==> config.mk <==
export PLATFORM = sky130hd
export DESIGN_NAME = three_phase_gate_drive_control
export DESIGN_NICKNAME = d
export VERILOG_FILES = /design/src/inc/gate_drive_pkg.sv /design/src/hdl/dead_time_phase.sv /design/src/hdl/three_phase_gate_drive_control.sv
export SDC_FILE = /design/constraint.sdc
export NUM_CORES = 1
export LEC_CHECK = 0
export BUFFER_PORTS_ARGS = -buffer_cell sky130_fd_sc_hd__buf_2
export CORE_MARGIN = 1
export CORE_UTILIZATION = 60
export DETAILED_ROUTE_END_ITERATION = 16
export PLACE_DENSITY = 0.89
export SYNTH_ARGS = -nofsm -noshare
export SYNTH_HDL_FRONTEND = slang
export SYNTH_SLANG_ARGS = --single-unit
==> constraint.sdc <==
create_clock -name ref_clk -period 19.9 [get_ports ref_clk]
set_input_delay 0.995 -clock ref_clk [delete_from_list [all_inputs] [get_ports ref_clk]]
set_output_delay 0.995 -clock ref_clk [all_outputs]
set_load 0.05 [all_outputs]
==> src/inc/gate_drive_pkg.sv <==
// shared constants and carrier types of the three-phase gate drive control
package gate_drive_pkg;
  localparam int CLK_MHZ = 100;            // ref_clk rate
  localparam int NUM_PHASES = 3;
  localparam int SYNC_RESET_VAL = 0;       // synchroniser flops clear to zero
  // power-up and wake-up settling
  localparam int SETTLE_TIME_US = 70;
  localparam int SETTLE_CYCLES = SETTLE_TIME_US * CLK_MHZ;
  localparam int SETTLE_W = 13;            // wide enough for the settle count
  // dead time: slope per kilo-ohm and fixed offset, in ns
  localparam int DT_SLOPE_NS = 44;
  localparam int DT_OFFSET_NS = 100;
  localparam int DT_GND_NS = 77;           // pin tied to ground
  localparam int DT_OPEN_US = 6;           // pin left open
  localparam int DT_GND_CYCLES = (DT_GND_NS * CLK_MHZ + 999) / 1000;
  localparam int DT_OPEN_CYCLES = DT_OPEN_US * CLK_MHZ;
  localparam int DT_W = 12;                // dead-time count width
  localparam int DT_MIN_CYCLES = 8;        // least dead time of any setting
  localparam int KOHM_W = 8;               // resistor code width

  // sequencer states, gray along sleep -> settle -> run
  typedef enum logic [1:0] {
    ST_SLEEP = 2'h0,
    ST_SETTLE = 2'h1,
    ST_RUN = 2'h3
  } seq_state_t;

  // everything that arrives on pins
  typedef struct packed {
    logic low_power_request_n;
    logic supply_low_lockout;
    logic over_temp;
    logic [NUM_PHASES-1:0] high_side_cmd;
    logic [NUM_PHASES-1:0] low_side_cmd;
    logic [NUM_PHASES-1:0] bootstrap_low;
    logic dt_tied_gnd;
    logic dt_open;
    logic [KOHM_W-1:0] dt_kohm;
  } pin_in_t;

  // gate enables toward the drivers
  typedef struct packed {
    logic [NUM_PHASES-1:0] high_gate_out;
    logic [NUM_PHASES-1:0] low_gate_out;
  } gate_out_t;
endpackage

==> src/hdl/dead_time_phase.sv <==
// one half-bridge phase: command decode, bootstrap blanking and dead-time counter
`timescale 1ns/100ps
module dead_time_phase (
  // clock and reset
  input wire logic ref_clk,
  input wire logic rst_n,
  // control from the sequencer
  input wire logic drive_en,
  input wire logic [gate_drive_pkg::DT_W-1:0] dt_cycles,
  // synchronised phase inputs
  input wire logic high_side_cmd,
  input wire logic low_side_cmd,
  input wire logic bootstrap_low,
  // gate enables
  output logic high_gate_out,
  output logic low_gate_out
);
  logic high_ff, nxt_high;  // high-side gate on
  logic low_ff, nxt_low;    // low-side gate on
  logic [gate_drive_pkg::DT_W-1:0] dt_cnt_ff, nxt_dt_cnt;  // remaining off cycles
  logic want_high, want_low;

  // decode: only unequal commands drive a gate
  assign want_high = drive_en & high_side_cmd & ~low_side_cmd & ~bootstrap_low;
  assign want_low = drive_en & low_side_cmd & ~high_side_cmd;

  // next gate state; a turn-off loads the counter and blocks both gates until it expires
  always_comb begin
    nxt_high = high_ff;
    nxt_low = low_ff;
    nxt_dt_cnt = dt_cnt_ff;
    if (dt_cnt_ff != '0) begin
      nxt_dt_cnt = dt_cnt_ff - 1'b1;
      nxt_high = 1'b0;
      nxt_low = 1'b0;
    end else if ((high_ff & ~want_high) | (low_ff & ~want_low)) begin
      // load dt-1 so the gates stay off for exactly dt cycles
      nxt_dt_cnt = dt_cycles - 1'b1;
      nxt_high = 1'b0;
      nxt_low = 1'b0;
    end else begin
      nxt_high = want_high;
      nxt_low = want_low;
    end
  end

  // register the gate state
  always_ff @(posedge ref_clk) begin
    if (!rst_n) begin
      high_ff <= 1'b0;
      low_ff <= 1'b0;
      dt_cnt_ff <= '0;
    end else begin
      high_ff <= nxt_high;
      low_ff <= nxt_low;
      dt_cnt_ff <= nxt_dt_cnt;
    end
  end

  assign high_gate_out = high_ff;
  assign low_gate_out = low_ff;
endmodule

==> src/hdl/three_phase_gate_drive_control.sv <==
// top of the three-phase gate drive control: sync, sequencer, dead-time select, fault
// Function
// - ignore commands, gates off 70 us after reset; faults still reported
// - sleep request disables everything, ignores inputs
// - unequal commands drive one gate, equal none
// - dead time between turn-off and turn-on
// - grounded select 77 ns, open 6 us
// - fault pin low while fault present
// - bootstrap low blanks high side, no fault
// - supply low: gates off, fault, auto resume
// - supply low drives all gates low
// - over-temperature: gates off, fault, auto resume
`timescale 1ns/100ps
module three_phase_gate_drive_control #(
  parameter int SETTLE_CYCLES = gate_drive_pkg::SETTLE_CYCLES  // shorten for simulation
) (
  // clock and reset (reset is the supply-good indication)
  input wire logic ref_clk,
  input wire logic rst_n,
  // asynchronous pins
  input wire gate_drive_pkg::pin_in_t pins_in,
  // gate enables
  output gate_drive_pkg::gate_out_t gates,
  // open-drain active-low fault report
  output logic error_report_n_out,
  output logic error_report_n_oe
);
  localparam logic [gate_drive_pkg::SETTLE_W-1:0] SETTLE_LOAD = gate_drive_pkg::SETTLE_W'(SETTLE_CYCLES - 1);
  localparam logic [gate_drive_pkg::DT_W-1:0] DT_GND_LOAD = gate_drive_pkg::DT_W'(gate_drive_pkg::DT_GND_CYCLES);
  localparam logic [gate_drive_pkg::DT_W-1:0] DT_OPEN_LOAD = gate_drive_pkg::DT_W'(gate_drive_pkg::DT_OPEN_CYCLES);

  gate_drive_pkg::pin_in_t sync1_ff, sync2_ff;  // two-stage synchroniser
  gate_drive_pkg::seq_state_t state_ff, nxt_state;  // sleep / settle / run
  logic [gate_drive_pkg::SETTLE_W-1:0] settle_ff, nxt_settle;  // settle countdown
  logic [gate_drive_pkg::DT_W-1:0] dt_cycles_ff, nxt_dt_cycles;  // selected dead time
  logic fault_ff, nxt_fault;  // fault report level
  logic drive_en;  // gates may be driven
  logic [15:0] dt_ns_x;  // dead time in ns, resistor mode

  // pins are asynchronous; only sync2_ff is read by logic
  always_ff @(posedge ref_clk) begin
    if (!rst_n) begin
      sync1_ff <= gate_drive_pkg::pin_in_t'(gate_drive_pkg::SYNC_RESET_VAL);
      sync2_ff <= gate_drive_pkg::pin_in_t'(gate_drive_pkg::SYNC_RESET_VAL);
    end else begin
      sync1_ff <= pins_in;
      sync2_ff <= sync1_ff;
    end
  end

  // sequencer: sleep holds everything off, wake and reset both pass a settle window
  always_comb begin
    nxt_state = state_ff;
    nxt_settle = settle_ff;
    case (state_ff)
      gate_drive_pkg::ST_SLEEP: begin
        nxt_settle = SETTLE_LOAD;
        if (sync2_ff.low_power_request_n) begin
          nxt_state = gate_drive_pkg::ST_SETTLE;  // wake: settle again before running
        end
      end
      gate_drive_pkg::ST_SETTLE: begin
        if (!sync2_ff.low_power_request_n) begin
          nxt_state = gate_drive_pkg::ST_SLEEP;
        end else if (settle_ff == '0) begin
          nxt_state = gate_drive_pkg::ST_RUN;
        end else begin
          nxt_settle = settle_ff - 1'b1;
        end
      end
      gate_drive_pkg::ST_RUN: begin
        if (!sync2_ff.low_power_request_n) begin
          nxt_state = gate_drive_pkg::ST_SLEEP;
        end
      end
      default: begin
        nxt_state = gate_drive_pkg::ST_SLEEP;
      end
    endcase
  end

  // register the sequencer; reset enters the power-up settle window
  always_ff @(posedge ref_clk) begin
    if (!rst_n) begin
      state_ff <= gate_drive_pkg::ST_SETTLE;
      settle_ff <= SETTLE_LOAD;
    end else begin
      state_ff <= nxt_state;
      settle_ff <= nxt_settle;
    end
  end

  // dead-time choice; the resistor formula rounds up to whole cycles
  always_comb begin
    dt_ns_x = 16'(gate_drive_pkg::DT_SLOPE_NS) * 16'(sync2_ff.dt_kohm) + 16'(gate_drive_pkg::DT_OFFSET_NS);
    if (sync2_ff.dt_tied_gnd) begin
      nxt_dt_cycles = DT_GND_LOAD;
    end else if (sync2_ff.dt_open) begin
      nxt_dt_cycles = DT_OPEN_LOAD;
    end else begin
      nxt_dt_cycles = gate_drive_pkg::DT_W'((32'(dt_ns_x) * gate_drive_pkg::CLK_MHZ + 999) / 1000);
    end
  end

  // fault: supply low or over-temperature; bootstrap low never reports; released in sleep
  always_comb begin
    nxt_fault = (state_ff != gate_drive_pkg::ST_SLEEP) && sync2_ff.low_power_request_n &&
                (sync2_ff.supply_low_lockout || sync2_ff.over_temp);
  end

  // register dead time and fault level
  always_ff @(posedge ref_clk) begin
    if (!rst_n) begin
      dt_cycles_ff <= DT_GND_LOAD;
      fault_ff <= 1'b0;
    end else begin
      dt_cycles_ff <= nxt_dt_cycles;
      fault_ff <= nxt_fault;
    end
  end

  // gates run only in run state with no lockout; otherwise the phase drives both gates low
  assign drive_en = (state_ff == gate_drive_pkg::ST_RUN) && sync2_ff.low_power_request_n &&
                    !sync2_ff.supply_low_lockout && !sync2_ff.over_temp;

  // the pin only ever pulls low; the external pull-up gives the high level
  assign error_report_n_out = 1'b0;
  assign error_report_n_oe = fault_ff;

  // one identical phase slice per half-bridge
  for (genvar ph = 0; ph < gate_drive_pkg::NUM_PHASES; ph++) begin : g_phase
    dead_time_phase u_phase (
      .ref_clk(ref_clk),
      .rst_n(rst_n),
      .drive_en(drive_en),
      .dt_cycles(dt_cycles_ff),
      .high_side_cmd(sync2_ff.high_side_cmd[ph]),
      .low_side_cmd(sync2_ff.low_side_cmd[ph]),
      .bootstrap_low(sync2_ff.bootstrap_low[ph]),
      .high_gate_out(gates.high_gate_out[ph]),
      .low_gate_out(gates.low_gate_out[ph])
    );
  end
endmodule

Yosys cells after proc, flatten, opt, wreduce, memory -nomap -nowiden:

Cells that the tools add are included.

* add/subtract/negate cells: 7
* multipliers: 2
* divide/modulo/power cells: 1
* order comparisons: 0
* equality and inequality tests: 7
* shift operators: 0
* multiplexer cells: 15
* bitwise operators: 40
* reduce and logical (&&, ||, !) cells: 25

Operators by type and width (count)
* $mux W12: 6
* $sub A12 B1 Y12 const B: 4
* $reduce_bool A12 Y1: 3
* $div A32 B10 Y32 const B: 1
* $mux W13: 2
* $pmux W13 S2: 1
* $add A22 B10 Y23 const B: 1
* $and A1 B1 Y1: 21
* $mul A15 B5 Y20 const B: 1
* $not A1 Y1: 16
* $add A14 B7 Y15 const B: 1
* $logic_not A13 Y1: 1
* $sub A13 B1 Y13 const B: 1
* $mul A4 B8 Y12 const A: 1
* $reduce_or A3 Y1: 4
* $mux W10: 1
* $reduce_bool A2 Y1: 5
* $mux W2: 4
* $ne A2 B2 Y1 const B: 4
* $pmux W2 S3: 1
* $reduce_and A3 Y1: 2
* $logic_and A1 B1 Y1: 5
* $ne A3 B3 Y1 const B: 1
* $or A1 B1 Y1: 3
* 6 further kinds: 7

* flip-flop bits (word level): 114
* bits in latches: 0
* RAM bits: 0
* bits in read-only memories: 0
* input port bits: 24
* output and inout bits: 8
* logic and storage cells: 129
* memories kept: 0

Depth between registers and ports, before layout:

* word-level depth: 12
* gate-level depth with buffers: 65
* mapped depth without buffers: 57

Hierarchy:

A second synthesis with hierarchy kept.

* cells, all modules: 1692
* area total of the unflattened synthesis: 13246.5 um^2

By module, submodules not included
* three_phase_gate_drive_control: instances 1, cells an instance 1380, area each 10495.1 um^2, sequential area each 1441.4 um^2
* dead_time_phase: instances 3, cells an instance 104, area each 917.1 um^2, sequential area each 280.3 um^2

Least setup slack after synthesis:

OpenSTA, ideal clock, no wires.

* kind: register -> register
* start point: register sync2_ff[0] in the netlist's numbering
* end point: register dt_cycles_ff[1] in the netlist's numbering
* library setup time: 115 ps
* arrival time: 14373 ps
* required time: 19785 ps
* slack: 5412 ps
* cell stages (with the launch flop): 62
* path buffers: 4
* period minus slack after synthesis: 14488 ps
* path through: dfxtp_1 ha_1 ha_1 inv_1 fa_1 inv_1 a21oi_1 o21bai_1 a21oi_1 o21bai_1 xor2_1 inv_1 nor3_1 xnor2_1 inv_1 ha_1 ha_1 inv_1 [... 26 more ...] mux2i_1 nor3b_2 a2111oi_2 a41oi_2 o31ai_4 mux2i_1 nor2_4 a311oi_2 xnor2_1 nand4_1 a2bb2oi_1 xnor2_1 buf_4 a2111o_1 mux2i_1 a211o_1 or4_1 o21ba_1

* longest elaborated chain between the ends: 5

Ends and longest elaborated chain
* start: declaration: line three_phase_gate_drive_control.sv:32 `gate_drive_pkg::pin_in_t sync1_ff, sync2_ff;`
* start signal: assignment: line three_phase_gate_drive_control.sv:44 `sync2_ff <= gate_drive_pkg::pin_in_t'(gate_drive_pkg::SYNC_RESET_VAL);`
* start signal: assignment: line three_phase_gate_drive_control.sv:47 `sync2_ff <= sync1_ff;`
* $mul A4 B8 Y12: line three_phase_gate_drive_control.sv:95 `dt_ns_x = 16'(gate_drive_pkg::DT_SLOPE_NS) * 16'(sync2_ff.dt_kohm) + 16'(gate_drive_pkg::DT_OFFSET_NS);`
* $add A14 B7 Y15: line three_phase_gate_drive_control.sv:95
* $mul A15 B5 Y20: line three_phase_gate_drive_control.sv:101 `nxt_dt_cycles = gate_drive_pkg::DT_W'((32'(dt_ns_x) * gate_drive_pkg::CLK_MHZ + 999) / 1000);`
* $add A22 B10 Y23: line three_phase_gate_drive_control.sv:101
* $div A32 B10 Y32: line three_phase_gate_drive_control.sv:101
* end signal: assignment: line three_phase_gate_drive_control.sv:117 `dt_cycles_ff <= nxt_dt_cycles;`
* end: declaration: line three_phase_gate_drive_control.sv:35 `logic [gate_drive_pkg::DT_W-1:0] dt_cycles_ff, nxt_dt_cycles;`

Every way passes these cells.
A chain may end at the register's enable or synchronous reset.

Worst setup path in the final report:

Same ends and word-level chain as after synthesis.

==> load_flow_metrics.sql <==
INSERT INTO impl_metrics (metric_group, metric, value, unit) VALUES
('final_layout', 'fillers', '1551', ''),
('worst_setup_path', 'worstReg2RegEnd', 'dt_cycles_ff[1]', ''),
('sta', 'worst_pin_slew', '1.314', 'ns'),
('detailed_routing', 'drt-met1-wl', '14100', 'µm'),
('cts', 'clk_root_buffer_cell', 'sky130_fd_sc_hd__clkbuf_16', ''),
('logic_synthesis', 'post_synthesis_async_set_or_reset_flop_share', '0', '%'),
('final_layout', 'layout.cells.non_filler', '1866', ''),
('detailed_routing', 'drc_errors', '0', ''),
('final_layout', 'drive_above_1_share', '10.09', '%'),
('worst_hold_path', 'hold_depth', '1', ''),
('global_routing', 'gr-total-overflow', '0', ''),
('die', 'floorplan.die.height', '146.5', 'µm'),
('logic_synthesis', 'synth_top_family_by_area', 'compound AO/OA/AOI/OAI gates', ''),
('sta', 'fin_skew', '0.01100', 'ns'),
('worst_setup_path', 'worst-endpoint-arrival', '18.35', 'ns'),
('run', 'drv_cap', '0', ''),
('cts', 'cts_post_setup_buffers_inserted', '0', ''),
('placed_design', 'placed_cells', '1833', ''),
('logic_synthesis', 'synth.top_cells.by_area', 'sky130_fd_sc_hd__dfxtp_1, sky130_fd_sc_hd__ha_1, sky130_fd_sc_hd__xnor2_1, sky130_fd_sc_hd__nand2_1, sky130_fd_sc_hd__and2_1', ''),
('worst_setup_path', 'worstReg2RegStart', 'sync2_ff[0]', ''),
('detailed_routing', 'via_per_inst', '6.749', ''),
('die', 'start_util', '61.54', '%'),
('logic_synthesis', 'yosys.area_share.xor_xnor', '8.276', '%'),
('logic_synthesis', 'synthCells', '1598', ''),
('detailed_routing', 'wire_per_inst', '17.74', 'µm'),
('sta', 'timing.setup.tns', '0', 'ns'),
('logic_synthesis', 'portion_of_netlist_area_occupied_by_mux_cells', '2.506', '%'),
('worst_setup_path', 'setup.worst_path.end_class', 'flop', ''),
('final_layout', 'util_after_layout', '65.54', '%'),
('sta', 'timing_max_transition_violations_final', '0', ''),
('placed_design', 'portBuffers', '30', ''),
('cts', 'cts_inserted_buffers', '17', ''),
('detailed_routing', 'route.met2.wl', '15720', 'µm'),
('outcome', 'status', 'finished clean', ''),
('sta', 'grt_setup_unrepaired', 'no', ''),
('logic_synthesis', 'yosysTopAreaCell', 'sky130_fd_sc_hd__dfxtp_1', ''),
('detailed_routing', 'top_layer_used', 'met4', ''),
('logic_synthesis', 'netlist-cell-type-count', '121', ''),
('cts', 'cts.path.max_buffers', '2', ''),
('worst_setup_path', 'worst-path-max-fanout', '18', ''),
('logic_synthesis', 'synth-compound-area-share', '30.41', '%'),
('final_layout', 'num-nets-final', '1692', ''),
('global_routing', 'grt_pass1_wl', '55010', 'µm'),
('placed_design', 'hpwl_after_detailed_placement', '24340', 'µm'),
('global_routing', 'initial_antenna_violation_count', '0', ''),
('die', 'die_x', '146.5', 'µm'),
('die', 'rows', '52', ''),
('cts', 'cts_tree', 'done', ''),
('cts', 'post_cts_resized', '0', ''),
('die', 'fp.dieArea', '21470', 'µm²'),
('die', 'pin_count', '32', ''),
('sta', 'layout_worst_path_cycle_share', '90.65', '%'),
('logic_synthesis', 'post_synth_instance_area', '12530', 'µm²'),
('logic_synthesis', 'adder_cell_share_of_the_synthesized_area', '9.454', '%'),
('logic_synthesis', 'seq_area_frac_synth', '18.21', '%'),
('die', 'floorplan.core_area', '20360', 'µm²'),
('placed_design', 'finalWeightedCongestion', '0.9685', ''),
('logic_synthesis', 'synth_ff_type', 'sky130_fd_sc_hd__dfxtp_1', ''),
('sta', 'final.min_clock_period', '18.04', 'ns'),
('worst_setup_path', 'critical_path_required', '20.21', 'ns'),
('sta', 'final-setup-viol-count', '0', ''),
('cts', 'post_cts_hold_buffers', '0', ''),
('sta', 'hold_violations', '0', ''),
('global_routing', 'first_global_vias', '11600', ''),
('logic_synthesis', 'yosys_top_cell_area_share', '18.21', '%'),
('detailed_routing', 'dr.first_iter.drc_count', '1368', ''),
('worst_setup_path', 'slowest_stage', 'sky130_fd_sc_hd__a311oi_1', ''),
('cts', 'clkTransAtPathRegs', '0.06', 'ns'),
('logic_synthesis', 'synth.net_count', '1708', ''),
('worst_setup_path', 'worstSetupEndpoint', 'dt_cycles_ff[1]', ''),
('worst_setup_path', 'crit_path_start', 'sync2_ff[0]', '');
[stage by stage]
step	cell area (µm²)	setup slack (ns)
CTS	13340	2.276
finish	13350	1.860
global placement	12730	3.032
floorplan	12530	5.412
detailed placement	12730	2.312
global route	13340	0.8570
[placed cells by master (no fill, tap or decap), drive strengths merged, types with 26 or more instances in the layout]
cell	Yosys	final
a211oi	34	34
and2	69	69
nor2	107	107
buf	34	37
inv	76	78
nor4	32	32
o21ai	82	82
dfxtp	114	114
ha	73	73
xor2	39	39
and3	29	29
nand3	60	60
o211ai	26	26
xnor2	76	76
o21a	30	30
nand2	129	129
nor3	65	65
a21oi	77	77
[worst min-delay path by stage]
stage / from / to
finish: sync1_ff[10] / sync2_ff[10]
global placement: sync1_ff[19] / sync2_ff[19]
detailed placement: sync1_ff[14] / sync2_ff[14]
CTS: sync1_ff[14] / sync2_ff[14]
global route: sync1_ff[10] / sync2_ff[10]
floorplan: sync1_ff[0] / sync2_ff[0]
[cells in the mapped netlist (10+ instances only)]
cell	number
sky130_fd_sc_hd__nand2_1	128
sky130_fd_sc_hd__dfxtp_1	114
sky130_fd_sc_hd__nor2_1	105
sky130_fd_sc_hd__inv_1	76
sky130_fd_sc_hd__xnor2_1	74
sky130_fd_sc_hd__a21oi_1	73
sky130_fd_sc_hd__ha_1	73
sky130_fd_sc_hd__o21ai_0	72
sky130_fd_sc_hd__and2_1	69
sky130_fd_sc_hd__nor3_1	63
sky130_fd_sc_hd__nand3_1	60
sky130_fd_sc_hd__clkbuf_1	38
sky130_fd_sc_hd__xor2_1	37
sky130_fd_sc_hd__nor4_1	30
sky130_fd_sc_hd__o21a_1	30
sky130_fd_sc_hd__and3_1	29
sky130_fd_sc_hd__a211oi_1	27
sky130_fd_sc_hd__o211ai_1	25
sky130_fd_sc_hd__a21o_1	20
sky130_fd_sc_hd__a31oi_1	19
sky130_fd_sc_hd__buf_2	19
sky130_fd_sc_hd__mux2i_1	19
sky130_fd_sc_hd__a211o_1	18
sky130_fd_sc_hd__nand2b_1	16
sky130_fd_sc_hd__or3_1	16
sky130_fd_sc_hd__o211a_1	15
sky130_fd_sc_hd__o22ai_1	14
sky130_fd_sc_hd__fa_1	13
sky130_fd_sc_hd__o21bai_1	13
sky130_fd_sc_hd__buf_4	12
sky130_fd_sc_hd__nand4_1	12
sky130_fd_sc_hd__o31ai_1	12
sky130_fd_sc_hd__or4_1	11
sky130_fd_sc_hd__nor2b_1	10
sky130_fd_sc_hd__or2_2	10
[critical path: cells and delay by family, from the launching register on]
kind,cells,cell delay (ns)
buffers and inverters,6,0.42
XOR/XNOR,5,2.31
adder cells (fa/ha/maj),7,2.88
multiplexers,4,1.84
AND/OR/NAND/NOR,13,3.79
flip-flops,1,0.73
AO/OA/AOI/OAI,19,5.99
[final cells by class]
class / instances / area, µm² / area share [%]
inverters: 76 / 285.3 / 2.137
multi-input cells: 1336 / 9625 / 72.12
diodes: 1 / 2.502 / 0.01875
clock inverters: 15 / 185.2 / 1.387
repair buffers: 37 / 202.7 / 1.519
flip-flops and latches: 114 / 2282 / 17.10
clock buffers: 17 / 425.4 / 3.187
well taps: 270 / 337.8 / 2.531
[layer usage]
| metal | GRT usage [%] | vias up |
|---|---|---|
| li1 | - | 5986 |
| met1 | 39.48 | 5868 |
| met2 | 52.17 | 649 |
| met3 | 3.188 | 91 |
| met4 | 10.16 | 0 |
| met5 | 0 | - |
[cells by family (layout without fill, tap and decap cells)]
kind of cell             count (synthesis)  in the layout
XOR/XNOR                               115            115
AND/OR/NAND/NOR                        611            611
multiplexers                            29             29
flip-flops                             114            114
buffers and inverters                  148            145
other                                    1              2
AO/OA/AOI/OAI                          493            493
adder cells (fa/ha/maj)                 87             87
[state kept, by name, indices dropped and copies added (netlist names)]
signal                         count
g_phase.u_phase.dt_cnt_ff         36
sync1_ff                          22
sync2_ff                          22
settle_ff                         13
dt_cycles_ff                      12
g_phase.u_phase.high_gate_out      3
g_phase.u_phase.low_gate_out       3
state_ff                           2
error_report_n_oe                  1
Power is not shown: default switching activity piles up to over one toggle a cycle in this logic, so the estimate is an artifact.
